`config.mk`:
```
export PLATFORM = sky130hd
export DESIGN_NAME = rml_top
export DESIGN_NICKNAME = d
export VERILOG_FILES = /design/src/core/rml_pkg.sv /design/src/core/rml_top.sv
export SDC_FILE = /design/constraint.sdc
export NUM_CORES = 1
export LEC_CHECK = 0
export BUFFER_PORTS_ARGS = -buffer_cell sky130_fd_sc_hd__buf_2
export CELL_PAD_IN_SITES_DETAIL_PLACEMENT = 0
export CELL_PAD_IN_SITES_GLOBAL_PLACEMENT = 1
export CORE_MARGIN = 2
export CORE_UTILIZATION = 37
export CTS_CLUSTER_SIZE = 16
export DETAILED_ROUTE_END_ITERATION = 16
export GPL_ROUTABILITY_DRIVEN = 0
export PLACE_DENSITY = 0.82
export REMOVE_ABC_BUFFERS = 1
export SETUP_SLACK_MARGIN = 0.02
export SYNTH_ARGS = -nofsm -noshare
export SYNTH_HDL_FRONTEND = slang
export SYNTH_SLANG_ARGS = --single-unit
```
`constraint.sdc`:
```
create_clock -name clk_sys_i -period 1.7 [get_ports clk_sys_i]
set_input_delay 0.17 -clock clk_sys_i [delete_from_list [all_inputs] [get_ports clk_sys_i]]
set_output_delay 0.17 -clock clk_sys_i [all_outputs]
set_load 0.02 [all_outputs]
```
`src/core/rml_pkg.sv`:
```
// constants and types for the reset, boot-strap latch and external request block
package rml_pkg;
    // ==========================================================
    // widths
    localparam int unsigned NUM_PINS   = 4;
    localparam int unsigned MODE_W     = 4;
    localparam int unsigned CNT_W      = 3;
    // ==========================================================
    // reset values
    localparam logic [NUM_PINS-1:0] PIN_IDLE   = 4'hf;
    localparam logic [NUM_PINS-1:0] PEND_RST   = 4'h0;
    localparam logic [MODE_W-1:0]   MODE_RST   = 4'h0;
    localparam logic [CNT_W-1:0]    CNT_RST    = 3'h0;
    // ==========================================================
    // start-up timing, in core clock edges after reset release
    localparam logic [CNT_W-1:0]    START_LAST = 3'h2;
    localparam int unsigned         START_CYC  = 3;
    // ==========================================================
    // phases of the block
    typedef enum logic [0:0] {
        RML_BOOT = 1'b0,
        RML_RUN  = 1'b1
    } rml_phase_e;
endpackage

```
`src/core/rml_top.sv`:
```
// reset sequencing, boot-strap latch and external interrupt request inputs
`timescale 1ns/1ns

module rml_top (
    input  wire logic                           clk_sys_i,
    input  wire logic                           rst_n_i,
    input  wire logic                           boot_strap_a_int_req_n_i,
    input  wire logic                           boot_strap_b_int_req_n_i,
    input  wire logic                           boot_strap_c_int_req_n_i,
    input  wire logic                           boot_strap_d_int_req_n_i,
    input  wire logic [rml_pkg::NUM_PINS-1:0]   irq_edge_mode_i,
    input  wire logic [rml_pkg::NUM_PINS-1:0]   irq_enable_i,
    input  wire logic [rml_pkg::NUM_PINS-1:0]   irq_ack_i,
    input  wire logic                           in_wait_i,
    input  wire logic                           in_stop_i,
    output logic      [rml_pkg::MODE_W-1:0]     operating_mode_register_o,
    output logic      [rml_pkg::NUM_PINS-1:0]   irq_req_o,
    output logic                                wake_wait_o,
    output logic                                wake_stop_o,
    output logic                                phase_gen_rst_o,
    output logic                                core_run_o
);
    import rml_pkg::*;

    // ==========================================================
    // state
    typedef struct packed {
        logic [NUM_PINS-1:0] sync1;
        logic [NUM_PINS-1:0] sync2;
        logic [NUM_PINS-1:0] prev;
        logic [NUM_PINS-1:0] pend;
        logic [MODE_W-1:0]   mode;
        logic [CNT_W-1:0]    cnt;
        rml_phase_e          phase;
    } rml_state_s;

    rml_state_s              s_q;
    rml_state_s              s_d;
    logic [NUM_PINS-1:0]     pins_n;
    logic [NUM_PINS-1:0]     active;
    logic [NUM_PINS-1:0]     fall;
    logic                    run;

    assign pins_n = {boot_strap_d_int_req_n_i, boot_strap_c_int_req_n_i,
                     boot_strap_b_int_req_n_i, boot_strap_a_int_req_n_i};
    assign run    = (s_q.phase == RML_RUN);
    // active low pins, read only after the second stage
    assign active = ~s_q.sync2;
    // edge seen between the second stage and the copy behind it
    assign fall   = s_q.prev & ~s_q.sync2;

    // ==========================================================
    // next state
    always_comb begin
        s_d       = s_q;
        s_d.sync1 = pins_n;
        s_d.sync2 = s_q.sync1;
        s_d.prev  = s_q.sync2;
        case (s_q.phase)
            RML_BOOT: begin
                // pins are still straps here, so no edge may be latched
                s_d.pend = PEND_RST;
                s_d.cnt  = s_q.cnt + 3'h1;
                // latch strap code once synchroniser is full
                // fixed count, so lock-stepped parts start together
                if (s_q.cnt == START_LAST) begin
                    s_d.mode  = s_q.sync2;
                    s_d.phase = RML_RUN;
                end
            end
            RML_RUN: begin
                // edge capture; a new edge beats an ack in the same cycle
                s_d.pend = (s_q.pend & ~irq_ack_i) | (fall & irq_edge_mode_i);
                // mode code is not touched again until reset
            end
            default: begin
                // unreachable code; fall back to the strap phase
                s_d.phase = RML_BOOT;
            end
        endcase
    end

    // ==========================================================
    // registers; reset is the only way back to the strap phase
    always_ff @(posedge clk_sys_i or negedge rst_n_i) begin
        if (!rst_n_i) begin
            s_q.sync1 <= PIN_IDLE;
            s_q.sync2 <= PIN_IDLE;
            s_q.prev  <= PIN_IDLE;
            s_q.pend  <= PEND_RST;
            s_q.mode  <= MODE_RST;
            s_q.cnt   <= CNT_RST;
            s_q.phase <= RML_BOOT;
        end else begin
            // mode keeps its value through run; only reset clears it
            s_q <= s_d;
        end
    end

    // ==========================================================
    // outputs
    assign operating_mode_register_o = s_q.mode;
    // no requests while pins still act as straps
    // level or latched edge, gated by the enable
    assign irq_req_o = run ? (irq_enable_i &
                       ((irq_edge_mode_i & s_q.pend) | (~irq_edge_mode_i & active)))
                       : PEND_RST;
    // combinational wake paths: standby may end in the same clock
    // any asserted pin ends wait, masked or not
    assign wake_wait_o = run & in_wait_i & (|active);
    assign wake_stop_o = run & in_stop_i & active[0];
    // phase generator held until start-up completes
    assign phase_gen_rst_o = ~run;
    assign core_run_o      = run;

    // saturating cycle count since release, for the start-up check
    logic [CNT_W-1:0] chk_cyc_q;
    always_ff @(posedge clk_sys_i or negedge rst_n_i) begin
        if (!rst_n_i) begin
            chk_cyc_q <= CNT_RST;
        end else if (chk_cyc_q != 3'h7) begin
            chk_cyc_q <= chk_cyc_q + 3'h1;
        end
    end
endmodule // rml_top

```
# [After elaboration in Yosys (flattened, before gate mapping)]
# Index checks and enable logic that the tools add are counted.
[word_totals] regBits=24
[op_classes] bitwise_logic=16 n_reduce_logical=2 mux=4 n_addsub=1 eq_ne=1
[ops] operator="AND 4 bit" n=6
[ops] operator="NOT 4 bit" n=3
[ops] operator="bitwise OR 4 bit" n=2
[ops] operator="case mux 4 bit (2 select lines)" n=1
[ops] operator="AND 1 bit" n=4
[ops] operator="two-way mux 4 bit" n=1
[ops] operator="OR reduction 4 bit" n=1
[ops] operator="adder 3 x 1 -> 3 bit (second input constant)" n=1
[ops] operator="== test 3 x 2 -> 1 bit (second input constant)" n=1
[ops] operator="two-way mux 1 bit" n=2
[ops] operator="AND reduction 2 bit" n=1
[ops] operator="NOT 1 bit" n=1

# [Depth between registers and ports, before layout]
[depth] ltp_word=5 ltp_mapped=4 depth_no_buf=4

# [Least setup slack after synthesis]
# Ideal clock, no wire load.
[synth_timing] path_kind="flip-flop to output port" start="reg s_q (netlist bit core_run_o)" end="out wake_stop_o" required_ns=1.530 path_buffers=1 arrival_ns=1.364 path_stages_with_launch=4 setup_slack_ns=0.166 path_cell_list="dfrtp_1 > buf_4 > inv_2 > nor3b_1"
[synth_via] elab_chain_cells=2
[synth_rtl] element="start: declaration" line="rml_top.sv:37" rtl="rml_state_s s_q;"
[synth_rtl] element="AND 1 bit (2 in a row)" line="rml_top.sv:111" rtl="assign wake_stop_o = run & in_stop_i & active[0];"
[synth_rtl] element="end: declaration" line="rml_top.sv:19" rtl="output logic wake_stop_o,"
# Every way passes these cells.

# [Final worst setup path]
# Ends and elaborated chain as after synthesis.

==> results.cfg <==
[outcome]
outcome = completed

[sta]
finalWorstSetupSlack_ps = 193.0
fmax_ghz = 0.6636
rsz0062_at_grt = false
clock_skew_ps = 11.41
worstMarginPinSlew_ps = 502.8
min_period_over_period = 0.8865
hold_violations = 0
final-setup-viol-count = 0
finalCriticalPeriod_ps = 1507
drv_slew = 0
setup_tns_ps = 0
relSlewSlack = 0.6648

[power]
p_per_area_mw_per_mm2 = 817.9
ir_worst_vdd_v = 0.0004837
p_total_mw = 0.9783
p_leak_nw = 0.5578

[synth]
synth-xor-area-share = 0.01818
synth-edff-count = 0
yosysSeqAreaShare = 0.6390
synthCells = 76
yosysUniqueCellTypes = 19
synth-simple-area-share = 0.1558
synthTopCellsByCount = 12 x dfrtp_1, 12 x dfstp_2, 10 x nand2_1, 8 x a21oi_1, 5 x buf_4
synth_top_family_by_area = simple AND/OR/NAND/NOR gates
synthAdderAreaFrac = 0.02597
synthFlopType = dfstp_2
synth.area.mux_share = 0.04675
synth_largest_area_cell = dfstp_2
async_flop_share = 1.000
synth_compound_area_frac = 0.06364
synth.area.top_cells = dfstp_2 33%, dfrtp_1 31%, mux2_2 4.7%
yosys_warnings = 0
synth_seq_cells = 24
synthesis.area_um2 = 963.4
postSynthAreaPerCell_um2 = 12.68
synth_top_area_frac = 0.3273

[clock_network]
htree_num_levels = 1
cts_buffers = 3
clock-sinks = 24
clk_latency_ps = 310
root_buffer = clkbuf_4
cts_tree = done
cts.clk_slew.worst_paths_ps = 130
cts_buffer_depth = 2
cts_setup_buffers = 0

[layout]
area_growth_pct = 24.16
num-fill-cells = 240
multi_input_area_um2 = 299.0
antenna_cells = 0
finish.utilization = 0.4828
nNetsFinal = 134
drive_gt1_frac = 0.5135
seqCellArea_um2 = 616.8

[worst_setup_path]
max_stage_delay_ps = 540
cp_cell_sequence = inv_2, nor3b_1, buf_2
arrival_ps = 1340
r2r_start = s_q[1]
r2r_end = operating_mode_register_o[2]
critPathMaxFanout = 13
cp_data_required_time_ps = 1530
ff2ff_setup_slack_ps = 300
ff2ff_path_depth = 4
critPathKind = reg2out
cp-end-kind = primary output
start_kind = flip-flop
setup.worst_path.start = core_run_o
critical_path.slowest_cell = dfrtp_2

[floorplanning]
die_w_um = 55.03
rows = 18
initial_core_util = 0.3889
die_h_um = 55.03
die_area_mm2 = 0.003028
io_pins = 32
core_area_mm2 = 0.002477

[min_path]
min_to = s_q[9]
hp-start = irq_ack_i[1]
hold_path.class = in2reg
worstHoldPathCells = 3

[grt]
grt_overflow = 0
grt_usage = 0.1367
grt_pass1_wl_um = 2815
grt_pass1_vias = 646
antenna_found_initial = 0
grt_start_max_net_pins = 25

[routing]
dr.pass1.iters = 4
drtIter0Drc = 3
drt-total-wl_um = 1717
wl_per_cell_um = 12.18
via_count = 642
detail-route-antenna-nets = 0
vias_per_cell = 4.553
drc = 0

[placement]
placement.io_buffers = 31
dp_hpwl_um = 1263
dpl_worst_slack_ps = 293.6

[flow_run]
drv_cap = 0
[stage by stage]
step	instance area (µm²)	hold WS, ps	std cells
after floorplan	925.9	-125.6	71
after CTS	1196	87.11	141
final	1196	98.43	141
after global placement	1119	163.9	132
after detailed placement	1119	171.6	132
after global routing	1196	90.96	141
[timing repair]
item / CTS / global route
gates resized for setup: 1 / 0
hold endpoints to repair: 16 / 0
setup endpoints to repair: 1 / 0
hold buffers: 5 / 0
[state kept, by name, summed over array words and instances, names as in the netlist]
name and flops:
s_q 11, s_d 8, operating_mode_register_o 4, core_run_o 1
[metal layers]
| metal | share of wire | wire length, µm | track usage | vias to the layer above |
|---|---|---|---|---|
| met1 | 0.44 | 757 | 0.1574 | 291 |
| met3 | 0.089 | 153 | 0.05376 | 3 |
| met4 | 0.0058 | 10 | 0.03659 | 0 |
| met5 | 0 | 0 | 0 | - |
| met2 | 0.46 | 795 | 0.2361 | 29 |
| li1 | - | - | - | 319 |
[power breakdown]
part	leakage (nW)	internal (mW)	total (mW)	switching [mW]
combinational	0.278	0.0505	0.102	0.0519
sequential	0.265	0.609	0.625	0.0159
clock	0.0150	0.0916	0.251	0.159
[cell families (layout without fill, tap and decap cells)]
family | after synthesis | in the layout
compound gates | 11 | 11
buf+inv | 8 | 43
mux | 4 | 4
simple gates | 25 | 25
fa+ha+maj | 2 | 2
xor+xnor | 2 | 2
flops | 24 | 24
[how the worst max path moves through the flow]
stage	to	slack [ps]	depth (start not counted)
after floorplan	wake_stop_o	110	2
after global placement	operating_mode_register_o[1]	360	4
after detailed placement	operating_mode_register_o[2]	290	4
after CTS	wake_stop_o	170	3
after global routing	wake_stop_o	100	3
final	wake_stop_o	190	3
[placed cells by master (no fill, tap or decap)]
cell           instances
buf_2                 31
dfstp_2               12
a41oi_1                1
inv_2                  1
dfrtp_1               11
xnor2_1                2
nor3b_1                1
clkbuf_4               3
nor2b_1                1
or2_2                  4
dlygate4sd3_1          5
nand3b_1               4
clkbuf_1               1
o21ai_0                1
a21oi_1                8
nor3b_4                1
a21o_1                 1
mux2_2                 4
nand2_1               10
nand2b_1               4
inv_1                  2
dfrtp_2                1
ha_1                   2
[worst max-delay path, delay by kind of cell, from the launching register on]
kind,cells,cell delay [ps]
buffers and inverters,2,300
DFF,1,540
and+or+nand+nor,1,190
[cell type report]
class | count | share of cell area
flip-flops and latches | 24 | 0.5157
inverters | 3 | 0.009414
multi-input cells | 44 | 0.2500
clock buffers | 4 | 0.02197
well taps | 30 | 0.03138
repair buffers | 36 | 0.1715
(Power assumes the default switching activity.)
